==> config.mk <==
export PLATFORM = sky130hd
export DESIGN_NAME = tpsr_top
export DESIGN_NICKNAME = d
export VERILOG_FILES = /design/src/tpsr_pkg.sv /design/src/tpsr_lfsr.sv /design/src/tpsr_pattern_gen.sv /design/src/tpsr_top.sv
export VERILOG_INCLUDE_DIRS = /design/src
export SDC_FILE = /design/constraint.sdc
export NUM_CORES = 2
export LEC_CHECK = 0
export ABC_AREA = 1
export BUFFER_PORTS_ARGS = -buffer_cell sky130_fd_sc_hd__buf_2
export CAP_MARGIN = 20
export CORE_MARGIN = 2
export CORE_UTILIZATION = 40
export CTS_BUF_LIST = sky130_fd_sc_hd__clkbuf_8
export DETAILED_ROUTE_END_ITERATION = 7
export PLACE_DENSITY = 0.66
export RECOVER_POWER = 25
export SLEW_MARGIN = 25
export SYNTH_ARGS = -nofsm -noshare
export SYNTH_HDL_FRONTEND = slang
export SYNTH_SLANG_ARGS = --single-unit
==> constraint.sdc <==
create_clock -name ref_clk_i -period 4.37 [get_ports ref_clk_i]
set_input_delay 1.311 -clock ref_clk_i [delete_from_list [all_inputs] [get_ports ref_clk_i]]
set_output_delay 1.311 -clock ref_clk_i [all_outputs]
set_load 0.05 [all_outputs]
==> src/tpsr_defs.svh <==
// Register offsets, field positions, reset values and counts for the test pattern block
`ifndef TPSR_DEFS_SVH
`define TPSR_DEFS_SVH

// Register offsets on the serial configuration port
`define TPSR_ADDR_W 13
`define TPSR_ADDR_LINK_STATUS 13'h000a
`define TPSR_ADDR_TEST_CTRL 13'h000d
`define TPSR_ADDR_GEN_OUT 13'h000e

// Reset values
`define TPSR_RST_LINK_STATUS 8'h00
`define TPSR_RST_TEST_CTRL 8'h00
`define TPSR_RST_GEN_OUT 4'h0

// Link lock status fields
`define TPSR_BIT_SYNTH_LOCK 7
`define TPSR_BIT_LINK_READY 0

// Test pattern control fields
`define TPSR_BIT_USER_SINGLE 7
`define TPSR_BIT_RST_LONG 5
`define TPSR_BIT_RST_SHORT 4
`define TPSR_MODE_MSB 3
`define TPSR_MODE_LSB 0
`define TPSR_TEST_CTRL_WMASK 8'hbf

// General output field
`define TPSR_GEN_OUT_W 4

// Serial frame: read flag, two length bits, address, then one data byte
`define TPSR_SPI_INSTR_BITS 5'h10
`define TPSR_SPI_FRAME_BITS 5'h18
`define TPSR_SPI_READ_BIT 15

// Pseudorandom generators: length and feedback tap
`define TPSR_LONG_PSEUDORANDOM_SEQUENCE_LEN 23
`define TPSR_LONG_PSEUDORANDOM_SEQUENCE_TAP 18
`define TPSR_SHORT_PSEUDORANDOM_SEQUENCE_LEN 9
`define TPSR_SHORT_PSEUDORANDOM_SEQUENCE_TAP 5

// Number of user patterns in a cycle
`define TPSR_USER_PATTERNS 4

`endif

==> src/tpsr_pkg.sv <==
// Types shared by the test pattern block
package tpsr_pkg;

   // Output test modes
   typedef enum logic [3:0] {
      TPSR_MODE_OFF = 4'h0,
      TPSR_MODE_MID = 4'h1,
      TPSR_MODE_POS_FS = 4'h2,
      TPSR_MODE_NEG_FS = 4'h3,
      TPSR_MODE_CHECKER = 4'h4,
      TPSR_MODE_LONG_PSEUDORANDOM_SEQUENCE = 4'h5,
      TPSR_MODE_SHORT_PSEUDORANDOM_SEQUENCE = 4'h6,
      TPSR_MODE_WORD_TOGGLE = 4'h7,
      TPSR_MODE_USER = 4'h8,
      TPSR_MODE_RAMP = 4'hf
   } tpsr_mode_e;

endpackage

==> src/tpsr_lfsr.sv <==
// Pseudorandom word generator, several shifts per sample step
`timescale 1ns/100ps
module tpsr_lfsr #(
   parameter int LEN = 23,
   parameter int TAP = 18,
   parameter int WIDTH = 14
) (
   input wire logic ref_clk_i,
   input wire logic reset_n_i,
   input wire logic hold_i,
   input wire logic step_i,
   output logic [WIDTH-1:0] word_o
);

   // Elaboration check on the polynomial shape
   initial begin
      if (LEN < 2 || TAP < 1 || TAP >= LEN || WIDTH < 1) begin
         $error("tpsr_lfsr: bad LEN, TAP or WIDTH");
      end
   end

   logic [LEN-1:0] state;
   logic [LEN-1:0] next_state;

   // Next WIDTH bits from the current state form the word on offer
   always_comb begin
      logic [LEN-1:0] s;
      logic fb;
      s = state;
      fb = 1'b0;
      word_o = '0;
      for (int i = WIDTH - 1; i >= 0; i--) begin
         fb = s[LEN-1] ^ s[TAP-1];
         s = {s[LEN-2:0], fb};
         word_o[i] = fb;
      end
      next_state = state;
      if (hold_i) begin
         next_state = '1;
         word_o = '0;
      end else if (step_i) begin
         next_state = s;
      end
   end

   // Generator state; the word is taken at the edge that steps it
   always_ff @(posedge ref_clk_i or negedge reset_n_i) begin
      if (!reset_n_i) begin
         state <= '1;
      end else begin
         state <= next_state;
      end
   end

endmodule

==> src/tpsr_pattern_gen.sv <==
// Per-channel test data selector that replaces converter samples
`timescale 1ns/100ps
`include "tpsr_defs.svh"
module tpsr_pattern_gen #(
   parameter int DATA_W = 14
) (
   input wire logic ref_clk_i,
   input wire logic reset_n_i,
   input wire logic sample_valid_i,
   input wire logic [3:0] mode_i,
   input wire logic user_single_i,
   input wire logic [DATA_W-1:0] adc_data_i,
   input wire logic [`TPSR_USER_PATTERNS*DATA_W-1:0] user_pattern_i,
   input wire logic [DATA_W-1:0] long_pseudorandom_sequence_i,
   input wire logic [DATA_W-1:0] short_pseudorandom_sequence_i,
   output logic [DATA_W-1:0] data_o
);

   initial begin
      if (DATA_W < 2) begin
         $error("tpsr_pattern_gen: DATA_W too small");
      end
   end

   logic toggle;
   logic next_toggle;
   logic [DATA_W-1:0] ramp;
   logic [DATA_W-1:0] next_ramp;
   logic [2:0] user_idx;
   logic [2:0] next_user_idx;
   logic [3:0] mode_q;
   logic [DATA_W-1:0] next_data;

   // Select the next output word for each mode
   always_comb begin
      logic [DATA_W-1:0] checker_word;
      checker_word = '0;
      for (int i = 0; i < DATA_W; i++) begin
         checker_word[i] = (i % 2 == 1) ^ toggle;
      end
      next_data = data_o;
      next_toggle = toggle;
      next_ramp = ramp;
      next_user_idx = user_idx;
      // Restart the user sequence on entry to user mode
      if (mode_i != mode_q) begin
         next_user_idx = 3'h0;
      end
      if (sample_valid_i) begin
         next_toggle = ~toggle;
         unique case (tpsr_pkg::tpsr_mode_e'(mode_i))
            tpsr_pkg::TPSR_MODE_OFF: next_data = adc_data_i;
            tpsr_pkg::TPSR_MODE_MID: next_data = '0;
            tpsr_pkg::TPSR_MODE_POS_FS: next_data = {1'b0, {(DATA_W-1){1'b1}}};
            tpsr_pkg::TPSR_MODE_NEG_FS: next_data = {1'b1, {(DATA_W-1){1'b0}}};
            tpsr_pkg::TPSR_MODE_CHECKER: next_data = checker_word;
            tpsr_pkg::TPSR_MODE_LONG_PSEUDORANDOM_SEQUENCE: next_data = long_pseudorandom_sequence_i;
            tpsr_pkg::TPSR_MODE_SHORT_PSEUDORANDOM_SEQUENCE: next_data = short_pseudorandom_sequence_i;
            tpsr_pkg::TPSR_MODE_WORD_TOGGLE: next_data = toggle ? '0 : '1;
            tpsr_pkg::TPSR_MODE_USER: begin
               if (next_user_idx < 3'h4) begin
                  next_data = user_pattern_i[next_user_idx[1:0]*DATA_W +: DATA_W];
                  next_user_idx = (next_user_idx == 3'h3 && !user_single_i) ? 3'h0 : next_user_idx + 3'h1;
               end else begin
                  next_data = '0;
               end
            end
            tpsr_pkg::TPSR_MODE_RAMP: begin
               next_data = ramp;
               next_ramp = ramp + {{(DATA_W-1){1'b0}}, 1'b1};
            end
            default: next_data = adc_data_i; // Reserved codes pass data
         endcase
      end
   end

   // Output word and sequence state
   always_ff @(posedge ref_clk_i or negedge reset_n_i) begin
      if (!reset_n_i) begin
         data_o <= '0;
         toggle <= 1'b0;
         ramp <= '0;
         user_idx <= 3'h0;
         mode_q <= 4'h0;
      end else begin
         data_o <= next_data;
         toggle <= next_toggle;
         ramp <= next_ramp;
         user_idx <= next_user_idx;
         mode_q <= mode_i;
      end
   end

endmodule

==> src/tpsr_top.sv <==
// Test pattern, link status and general output registers behind the serial port
//
// Operation
// - Status bit 7 shows synthesizer lock; register is read-only.
// - Status bit 0 is 1 only when link ready and locked; 0 after reset.
// - User mode bit 0 repeats patterns 1,2,3,4 continuously.
// - User mode bit 1 sends each pattern once, then zeros.
// - Mode 0000 normal, 0001 midscale, 0010 +full-scale, 0011 -full-scale.
// - Mode 0100 outputs checkerboard bits instead of samples.
// - Mode 0111 alternates all-ones and all-zeros words.
// - Mode 0101 outputs the long pseudorandom sequence.
// - Mode 0110 outputs the short pseudorandom sequence.
// - Mode 1000 user patterns, 1111 ramp; 1001 to 1110 reserved.
// - Control bit 5 holds the long generator in reset.
// - Control bit 4 holds the short generator in reset.
// - Selected test data replaces samples, set per channel.
// - General output register low four bits drive the four pins.
`timescale 1ns/100ps
`include "tpsr_defs.svh"
module tpsr_top #(
   parameter int NUM_CH = 8,
   parameter int DATA_W = 14
) (
   input wire logic ref_clk_i,
   input wire logic reset_n_i,
   input wire logic spi_sclk_i,
   input wire logic spi_csb_n_i,
   input wire logic spi_sdio_i,
   output logic spi_sdio_o,
   output logic spi_sdio_oe_o,
   input wire logic synth_locked_i,
   input wire logic link_ready_i,
   input wire logic [NUM_CH-1:0] channel_select_i,
   input wire logic [`TPSR_USER_PATTERNS*DATA_W-1:0] user_pattern_i,
   input wire logic sample_valid_i,
   input wire logic [NUM_CH*DATA_W-1:0] adc_data_i,
   output logic [NUM_CH*DATA_W-1:0] out_data_o,
   output logic out_valid_o,
   output logic [`TPSR_GEN_OUT_W-1:0] gen_out_pins_o
);

   // Elaboration checks on parameters and shared constants
   initial begin
      // Channel count and word width
      if (NUM_CH < 1 || NUM_CH > 16) begin
         $error("tpsr_top: NUM_CH out of range");
      end
      if (DATA_W < 2) begin
         $error("tpsr_top: DATA_W too small");
      end
      // Pin field and user pattern count
      if (`TPSR_GEN_OUT_W < 1 || `TPSR_GEN_OUT_W > 8) begin
         $error("tpsr_top: output pin field does not fit its register");
      end
      if (`TPSR_USER_PATTERNS != 4) begin
         $error("tpsr_top: user sequence logic serves four patterns");
      end
      // Serial frame layout
      if (`TPSR_ADDR_W != 13) begin
         $error("tpsr_top: address field must be 13 bits");
      end
      if (`TPSR_SPI_INSTR_BITS != 16) begin
         $error("tpsr_top: instruction must be 16 bits");
      end
      if (`TPSR_SPI_FRAME_BITS != `TPSR_SPI_INSTR_BITS + 8) begin
         $error("tpsr_top: frame must carry one data byte");
      end
      if (`TPSR_SPI_READ_BIT != 15) begin
         $error("tpsr_top: read flag must lead the instruction");
      end
      // Field positions inside a byte and generator taps
      if (`TPSR_MODE_MSB - `TPSR_MODE_LSB != 3) begin
         $error("tpsr_top: mode field must be four bits");
      end
      if (`TPSR_BIT_SYNTH_LOCK > 7 || `TPSR_BIT_LINK_READY > 7) begin
         $error("tpsr_top: status bit outside the byte");
      end
      if (`TPSR_BIT_USER_SINGLE > 7 || `TPSR_BIT_RST_LONG > 7 || `TPSR_BIT_RST_SHORT > 7) begin
         $error("tpsr_top: control bit outside the byte");
      end
      if (`TPSR_LONG_PSEUDORANDOM_SEQUENCE_TAP >= `TPSR_LONG_PSEUDORANDOM_SEQUENCE_LEN || `TPSR_SHORT_PSEUDORANDOM_SEQUENCE_TAP >= `TPSR_SHORT_PSEUDORANDOM_SEQUENCE_LEN) begin
         $error("tpsr_top: generator tap beyond its length");
      end
   end

   // Serial port state
   logic sclk_q;
   logic [4:0] spi_cnt;
   logic [4:0] next_spi_cnt;
   logic [15:0] spi_shift;
   logic [15:0] next_spi_shift;
   logic spi_rd;
   logic next_spi_rd;
   logic [`TPSR_ADDR_W-1:0] spi_addr;
   logic [`TPSR_ADDR_W-1:0] next_spi_addr;
   logic [7:0] spi_out;
   logic [7:0] next_spi_out;
   logic next_sdio;
   logic next_sdio_oe;
   logic sclk_rise;
   logic sclk_fall;
   logic wr_en;
   logic [7:0] wr_data;

   // Register state
   logic [7:0] link_status;
   logic [7:0] next_link_status;
   logic [7:0] test_ctrl [NUM_CH];
   logic [7:0] next_test_ctrl [NUM_CH];
   logic [`TPSR_GEN_OUT_W-1:0] next_gen_out;
   logic [7:0] rd_data;
   logic [7:0] sel_ctrl;

   // Serial clock edges, seen against the previous sample
   assign sclk_rise = spi_sclk_i & ~sclk_q;
   assign sclk_fall = ~spi_sclk_i & sclk_q;

   // Frame decode: 16 instruction bits then one data byte
   // Instruction: read flag, two ignored length bits, 13-bit address
   // Rises past the 24th are ignored; a short frame writes nothing
   // Read bits leave on falls so the host takes them before each rise
   always_comb begin
      next_spi_cnt = spi_cnt;
      next_spi_shift = spi_shift;
      next_spi_rd = spi_rd;
      next_spi_addr = spi_addr;
      next_spi_out = spi_out;
      next_sdio = spi_sdio_o;
      next_sdio_oe = spi_sdio_oe_o;
      wr_en = 1'b0;
      wr_data = {spi_shift[6:0], spi_sdio_i};
      // Idle between frames: rewind and release the line
      if (spi_csb_n_i) begin
         next_spi_cnt = 5'h00;
         next_sdio_oe = 1'b0;
         next_spi_rd = 1'b0;
      end else if (sclk_rise) begin
         next_spi_shift = {spi_shift[14:0], spi_sdio_i};
         // Count rises up to the end of the frame
         if (spi_cnt < `TPSR_SPI_FRAME_BITS) begin
            next_spi_cnt = spi_cnt + 5'h01;
         end
         // Last instruction bit: latch direction and address
         if (spi_cnt == `TPSR_SPI_INSTR_BITS - 5'h01) begin
            next_spi_rd = spi_shift[`TPSR_SPI_READ_BIT-1];
            next_spi_addr = {spi_shift[11:0], spi_sdio_i};
         end
         // Last data bit of a write frame
         if (spi_cnt == `TPSR_SPI_FRAME_BITS - 5'h01 && !spi_rd) begin
            wr_en = 1'b1;
         end
      end else if (sclk_fall && spi_rd) begin
         // First fall after the instruction drives bit 7
         if (spi_cnt == `TPSR_SPI_INSTR_BITS) begin
            next_sdio = rd_data[7];
            next_spi_out = {rd_data[6:0], 1'b0};
            next_sdio_oe = 1'b1;
         end else if (spi_cnt > `TPSR_SPI_INSTR_BITS && spi_cnt < `TPSR_SPI_FRAME_BITS) begin
            next_sdio = spi_out[7];
            next_spi_out = {spi_out[6:0], 1'b0};
         end else begin
            // Past the last bit: let go of the line
            next_sdio_oe = 1'b0;
         end
      end
   end

   // Serial port registers
   always_ff @(posedge ref_clk_i or negedge reset_n_i) begin
      if (!reset_n_i) begin
         sclk_q <= 1'b0;
         spi_cnt <= 5'h00;
         spi_shift <= 16'h0000;
         spi_rd <= 1'b0;
         spi_addr <= '0;
         spi_out <= 8'h00;
         spi_sdio_o <= 1'b0;
         spi_sdio_oe_o <= 1'b0;
      end else begin
         sclk_q <= spi_sclk_i;
         spi_cnt <= next_spi_cnt;
         spi_shift <= next_spi_shift;
         spi_rd <= next_spi_rd;
         spi_addr <= next_spi_addr;
         spi_out <= next_spi_out;
         spi_sdio_o <= next_sdio;
         spi_sdio_oe_o <= next_sdio_oe;
      end
   end

   // Read view of test control: lowest selected channel, else channel 0
   always_comb begin
      sel_ctrl = test_ctrl[0];
      // Walk down so the lowest selected channel wins
      for (int c = NUM_CH - 1; c >= 0; c--) begin
         if (channel_select_i[c]) begin
            sel_ctrl = test_ctrl[c];
         end
      end
   end

   // Read data mux; unmapped addresses read zero
   always_comb begin
      unique case (spi_addr)
         `TPSR_ADDR_LINK_STATUS: rd_data = link_status;
         `TPSR_ADDR_TEST_CTRL: rd_data = sel_ctrl;
         `TPSR_ADDR_GEN_OUT: rd_data = {{(8-`TPSR_GEN_OUT_W){1'b0}}, gen_out_pins_o};
         default: rd_data = 8'h00;
      endcase
   end

   // Status, control and output register updates
   always_comb begin
      next_link_status = `TPSR_RST_LINK_STATUS;
      next_link_status[`TPSR_BIT_SYNTH_LOCK] = synth_locked_i;
      next_link_status[`TPSR_BIT_LINK_READY] = synth_locked_i & link_ready_i;
      next_gen_out = gen_out_pins_o;
      // Control writes reach every selected channel
      for (int c = 0; c < NUM_CH; c++) begin
         next_test_ctrl[c] = test_ctrl[c];
         if (wr_en && spi_addr == `TPSR_ADDR_TEST_CTRL && channel_select_i[c]) begin
            next_test_ctrl[c] = wr_data & `TPSR_TEST_CTRL_WMASK;
         end
      end
      // Pins take the low bits of a write
      if (wr_en && spi_addr == `TPSR_ADDR_GEN_OUT) begin
         next_gen_out = wr_data[`TPSR_GEN_OUT_W-1:0];
      end
   end

   // Register bank; status writes are simply not decoded
   always_ff @(posedge ref_clk_i or negedge reset_n_i) begin
      if (!reset_n_i) begin
         link_status <= `TPSR_RST_LINK_STATUS;
         gen_out_pins_o <= `TPSR_RST_GEN_OUT;
         out_valid_o <= 1'b0;
         // Every channel starts in normal mode
         for (int c = 0; c < NUM_CH; c++) begin
            test_ctrl[c] <= `TPSR_RST_TEST_CTRL;
         end
      end else begin
         // Status follows the inputs one clock late
         link_status <= next_link_status;
         gen_out_pins_o <= next_gen_out;
         out_valid_o <= sample_valid_i;
         for (int c = 0; c < NUM_CH; c++) begin
            test_ctrl[c] <= next_test_ctrl[c];
         end
      end
   end

   // One pattern generator and two sequence generators per channel
   for (genvar g = 0; g < NUM_CH; g++) begin : gen_ch
      logic [DATA_W-1:0] long_pseudorandom_sequence_word;
      logic [DATA_W-1:0] short_pseudorandom_sequence_word;

      // Long sequence generator, held by its control bit
      tpsr_lfsr #(
         .LEN(`TPSR_LONG_PSEUDORANDOM_SEQUENCE_LEN),
         .TAP(`TPSR_LONG_PSEUDORANDOM_SEQUENCE_TAP),
         .WIDTH(DATA_W)
      ) u_long_pseudorandom_sequence (
         .ref_clk_i(ref_clk_i),
         .reset_n_i(reset_n_i),
         .hold_i(test_ctrl[g][`TPSR_BIT_RST_LONG]),
         .step_i(sample_valid_i),
         .word_o(long_pseudorandom_sequence_word)
      );

      // Short sequence generator, held by its control bit
      tpsr_lfsr #(
         .LEN(`TPSR_SHORT_PSEUDORANDOM_SEQUENCE_LEN),
         .TAP(`TPSR_SHORT_PSEUDORANDOM_SEQUENCE_TAP),
         .WIDTH(DATA_W)
      ) u_short_pseudorandom_sequence (
         .ref_clk_i(ref_clk_i),
         .reset_n_i(reset_n_i),
         .hold_i(test_ctrl[g][`TPSR_BIT_RST_SHORT]),
         .step_i(sample_valid_i),
         .word_o(short_pseudorandom_sequence_word)
      );

      // Mode decode and output word for this channel
      tpsr_pattern_gen #(
         .DATA_W(DATA_W)
      ) u_pattern (
         .ref_clk_i(ref_clk_i),
         .reset_n_i(reset_n_i),
         .sample_valid_i(sample_valid_i),
         .mode_i(test_ctrl[g][`TPSR_MODE_MSB:`TPSR_MODE_LSB]),
         .user_single_i(test_ctrl[g][`TPSR_BIT_USER_SINGLE]),
         .adc_data_i(adc_data_i[g*DATA_W +: DATA_W]),
         .user_pattern_i(user_pattern_i),
         .long_pseudorandom_sequence_i(long_pseudorandom_sequence_word),
         .short_pseudorandom_sequence_i(short_pseudorandom_sequence_word),
         .data_o(out_data_o[g*DATA_W +: DATA_W])
      );
   end

endmodule

==> run summary <==
The final sum of negative setup slack was 0 ns; the average size of a mapped cell was 7.962 um^2. The tools report the cell chosen for the clock root as sky130_fd_sc_hd__clkbuf_8. sky130_fd_sc_hd__nand2_1 is the most common cell in the netlist. The run gives 0.06258 ns as the worst clock skew. Type of element launching the critical path: a primary input. The sequential cells in the finished layout cover a total of 16,610 um^2. In this run, the combinational gates consume 29.4% of the power. The clock period could shrink to 3.632 ns. In this run the biggest area consumer among cell types represents 26.82% of the synthesized area. The relative contribution of the clock network to total power was 27.8%. The number of buffers and inverters on the critical path is 2. Routed signal wires occupy layers up through met5. The total wire length was 124.2 mm; the number of instances in the synthesized netlist was 4,628. The sum of met3 wire segment lengths after detailed routing was 14.15 mm; the effective utilization at floorplan was 40.26%. The run gives 0 as the count of antenna-violating nets left after detailed routing. The most area-hungry cell type in the Yosys netlist was sky130_fd_sc_hd__dfrtp_1. The pre-CTS setup slack was 0.9250 ns; the count of flip-flops with a built-in enable after synthesis was 0. TritonCTS built the clock tree. Traced cell by cell, the critical path runs through clkbuf_8, clkbuf_2, nor2_1, a22oi_1. Number of buffer cells added on primary ports: 302.

Remaining routing DRC violations: 0. The end of the worst register-to-register path was gen_ch[1].u_pattern.data_o[1]$_DFFE_PN0P_. The logs give 33,718 for the via count of the routed design and 3,731 for the number of DRC violations after detailed-routing iteration 0.

The startpoint of the most critical hold path was test_ctrl[16]$_DFFE_PN0P_. The worst-case reg-to-reg path depth came out at 12. The logs give 5,069 for the net count reported at finish and 0 for the count of cells resized by post-cts repair. The total count of hold-check failures in the final report was 0; the detail-routed net length per standard cell was 20.16 um.

For the number of buffers inserted to repair setup after CTS, the log shows 0. For this run, the total global-route usage over all layers was measured as 25.72%. In this run the vertical extent of the chip is 307.5 um. On the critical path, the stage with the largest delay is an instance of sky130_fd_sc_hd__clkbuf_2.

The tools report the number of H-tree levels as 3. The initial antenna violation count is 40. By count the netlist is led by sky130_fd_sc_hd__nand2_1, sky130_fd_sc_hd__inv_1, sky130_fd_sc_hd__dfrtp_1, sky130_fd_sc_hd__o21ai_0, sky130_fd_sc_hd__nor2_1. The layout overhead on the synthesized area works out to 13.44%. Synthesis instantiated 54 different standard cells from the library. The tools report the sum of overflow across all layers after global routing as 0. In the synthesized netlist the dominant register cell turns out to be sky130_fd_sc_hd__dfrtp_1. Sequential elements use 45.08% of the synthesized area.

No sink is reached through more buffers than the 3 on the longest clock path. Along the worst path, the maximum fanout reaches 97. The first-pass GRT wire length came out at 187.3 mm. Number of synthesis warnings: 0. For the number of filler cells placed in the layout, the log shows 9,032.

The maximum number of pins on one net before global-route repair was 101; the sequential power share was 42.8%. Die span in x: 307.5 um. The sink of the worst hold path is gen_ch[5].u_pattern.mode_q[0]$_DFF_PN0_. Setup repair after global routing left no endpoint under its margin. For this run, asynchronously set or reset flops after synthesis account for 100.0%. The logs give 2 for the max capacitance violation total and 17,400 um^2 for the area of the multi-input gates.

Clock latency on the worst-skew pair, taken at its later pin, is 0.80 ns. The I/O pin total was 303; the instance count along the most critical hold path was 0. The congestion estimate from routability-driven global placement came to 0.9928. The via count of the first global-routing pass is 31,850, and the achievable clock frequency is 275.3 MHz.

The number of clock sinks was 651. By startpoint and endpoint, the worst setup path is classified as primary input to flip-flop. In this run switching power makes up 36.38% of total power. Number of nets produced by synthesis: 4,831. The tools report the wire length on met1 as 51.95 mm.

For this design the ratio of total power to cell area is 512.1 nW/um^2. The tools report the setup violation total in the final timing report as 0. The first detailed-routing pass took 6 iterations.

The tightest min-delay check is of the flip-flop to flip-flop type. After legalization and detailed placement, the total HPWL measured 88.15 mm. The flow ran to the end, but the final reports show violations. In this run the register-to-register setup slack is 1.30 ns. Summed over all cells, the static leakage comes to 19.53 nW. The met2 wire length was 52.51 mm; the net load switching power was 7.787 mW. The clock-pin slew on the worst setup and hold paths is 0.07 ns, and the area of the core is 91,520 um^2. Sorting the synthesized cells by area gives the leading types as sky130_fd_sc_hd__dfrtp_1, sky130_fd_sc_hd__dfstp_2, sky130_fd_sc_hd__nand2_1, sky130_fd_sc_hd__inv_1, sky130_fd_sc_hd__o21ai_0.

The flip-flop and latch count after synthesis works out to 651. The combined area of all synthesized cells came out at 36,850 um^2. The final reports fail on max-capacitance violations, max-slew violations. The run gives -60.08% as the remaining max-slew budget at the tightest pin. The die covers 94,570 um^2. The run gives 112 as the number of buffers inserted during clock tree synthesis. The routed via count divided by cell count was 5.474.

The worst path uses 83.12% of the clock period. STA classifies the critical path endpoint as a flip-flop. The max-slew violation total from the final report was 173; the ratio of cells with drive above 1 in the final layout was 17.99%.

Launch point of the worst reg-to-reg path: test_ctrl[48]$_DFFE_PN0P_. The cell-internal power was 13.62 mW; the data required time of the critical path was 5.02 ns. The count of hold-fix buffers inserted at cts was 0.

The row count is 111. The logs give 245.5 uV for the maximum VDD drop and 0.7377 ns for the worst path setup slack after routing. For this run, the slowest stage of the critical path takes 1.56 ns. The category of cells accounting for the largest share of critical-path delay is buffers and inverters. Slew at the pin closest to its max-slew limit: 2.401 ns. For the worst setup path, the data arrival time is 4.28 ns.
==> registers in the layout, summed over array words and instances (netlist names) <==
| signal | cells |
|---|---|
| spi_out | 7 |
| gen_ch.u_pattern.user_idx | 24 |
| spi_rd | 1 |
| spi_sdio_o | 1 |
| gen_ch.u_pattern.toggle | 8 |
| gen_ch.u_long_pseudorandom_sequence.state | 184 |
| gen_out_pins_o | 4 |
| gen_ch.u_pattern.mode_q | 32 |
| link_status | 2 |
| out_valid_o | 1 |
| test_ctrl | 56 |
| gen_ch.u_pattern.data_o | 112 |
| spi_sdio_oe_o | 1 |
| spi_addr | 13 |
| spi_shift | 15 |
| gen_ch.u_short_pseudorandom_sequence.state | 72 |
| sclk_q | 1 |
| gen_ch.u_pattern.ramp | 112 |
| spi_cnt | 5 |
==> layout make-up <==
class | instances | area share, %
multi-input cells | 3247 | 41.63
flip-flops and latches | 651 | 39.74
clock buffers | 148 | 4.873
repair buffers | 355 | 4.645
inverters | 499 | 4.505
well taps | 1186 | 3.550
clock inverters | 64 | 0.9997
diodes | 10 | 0.05986
==> power by group through the flow <==
stage	registers, mW	logic (mW)	clock network (mW)
2_1_floorplan	9.34	4.18	0
3_3_place_gp	9.22	6.11	0
3_5_place_dp	9.24	6.20	0
4_1_cts	9.16	6.23	6.07
5_1_grt	9.35	6.89	6.34
6_report	9.17	6.29	5.95
==> layer usage <==
| layer | track usage (%) | vias to the layer above |
|---|---|---|
| li1 | - | 15926 |
| met1 | 34.28 | 15894 |
| met2 | 37.40 | 1463 |
| met3 | 9.352 | 375 |
| met4 | 11.19 | 60 |
| met5 | 0 | - |
==> kinds of logic (layout without fill, tap and decap cells) <==
kind of cell | after synthesis | in the layout | share of synthesized area (%)
adder cells (fa/ha/maj) | 19 | 19 | 0.6451
AO/OA/AOI/OAI | 1024 | 1024 | 16.50
flip-flops | 651 | 651 | 45.08
multiplexers | 1 | 1 | 0.03056
XOR/XNOR | 334 | 334 | 7.938
buffers and inverters | 730 | 1066 | 7.745
other | 0 | 10 | 0
AND/OR/NAND/NOR | 1869 | 1869 | 22.06
==> layout by cell type, fill, tap and decap left out, types with 5 or more instances in the layout <==
cell / instances
sky130_fd_sc_hd__o211ai_1: 175
sky130_fd_sc_hd__nand3_1: 253
sky130_fd_sc_hd__o21ai_1: 17
sky130_fd_sc_hd__xnor2_1: 153
sky130_fd_sc_hd__o21a_1: 6
sky130_fd_sc_hd__o21ai_0: 360
sky130_fd_sc_hd__xor2_1: 181
sky130_fd_sc_hd__clkbuf_1: 9
sky130_fd_sc_hd__inv_2: 8
sky130_fd_sc_hd__inv_1: 511
sky130_fd_sc_hd__or2_2: 40
sky130_fd_sc_hd__nor2_1: 300
sky130_fd_sc_hd__nor3_4: 5
sky130_fd_sc_hd__o221ai_1: 9
sky130_fd_sc_hd__nor4_1: 11
sky130_fd_sc_hd__clkinv_2: 24
sky130_fd_sc_hd__nand2_1: 993
sky130_fd_sc_hd__o22ai_1: 48
sky130_fd_sc_hd__dfstp_2: 256
sky130_fd_sc_hd__ha_1: 19
sky130_fd_sc_hd__o2bb2ai_1: 5
sky130_fd_sc_hd__dfrtp_1: 395
sky130_fd_sc_hd__a31oi_1: 19
sky130_fd_sc_hd__nand4_1: 44
sky130_fd_sc_hd__nor2_4: 5
sky130_fd_sc_hd__a22oi_1: 118
sky130_fd_sc_hd__clkbuf_8: 149
sky130_fd_sc_hd__buf_2: 299
sky130_fd_sc_hd__diode_2: 10
sky130_fd_sc_hd__a21oi_1: 243
sky130_fd_sc_hd__clkinvlp_4: 5
sky130_fd_sc_hd__buf_4: 37
sky130_fd_sc_hd__a211oi_1: 12
sky130_fd_sc_hd__clkinv_1: 5
sky130_fd_sc_hd__nor2_2: 22
sky130_fd_sc_hd__buf_12: 5
sky130_fd_sc_hd__nor3_1: 169
sky130_fd_sc_hd__nor3_2: 6
==> worst max path at each step <==
stage / startpoint / endpoint / slack (ns) / depth (start not counted)
2_1_floorplan: spi_sclk_i / test_ctrl[36]$_DFFE_PN0P_ / 1.56 / 10
3_5_place_dp: spi_sclk_i / test_ctrl[23]$_DFFE_PN0P_ / 0.92 / 11
5_1_grt: sample_valid_i / gen_ch[6].u_long_pseudorandom_sequence.state[2]$_DFFE_PN1P_ / 0.53 / 4
3_3_place_gp: spi_sclk_i / test_ctrl[45]$_DFFE_PN0P_ / 1.03 / 11
4_1_cts: test_ctrl[24]$_DFFE_PN0P_ / gen_ch[4].u_pattern.data_o[7]$_DFFE_PN0P_ / 1.38 / 12
6_report: sample_valid_i / gen_ch[6].u_long_pseudorandom_sequence.state[6]$_DFFE_PN1P_ / 0.74 / 4
==> through the flow <==
stage | cells | power, mW | instance area (um^2) | utilization, % | hold WS, ns
6_report | 6160 | 21.41 | 41800 | 45.67 | 0.4533
5_1_grt | 6153 | 22.58 | 41790 | 45.65 | 0.4752
4_1_cts | 6150 | 21.46 | 41840 | 45.72 | 0.4542
3_5_place_dp | 5938 | 15.43 | 39390 | 43.04 | 0.4568
3_3_place_gp | 5938 | 15.33 | 39380 | 43.03 | 0.4571
2_1_floorplan | 4628 | 13.53 | 36850 | - | 0.3487
(Power assumes the default switching activity.)
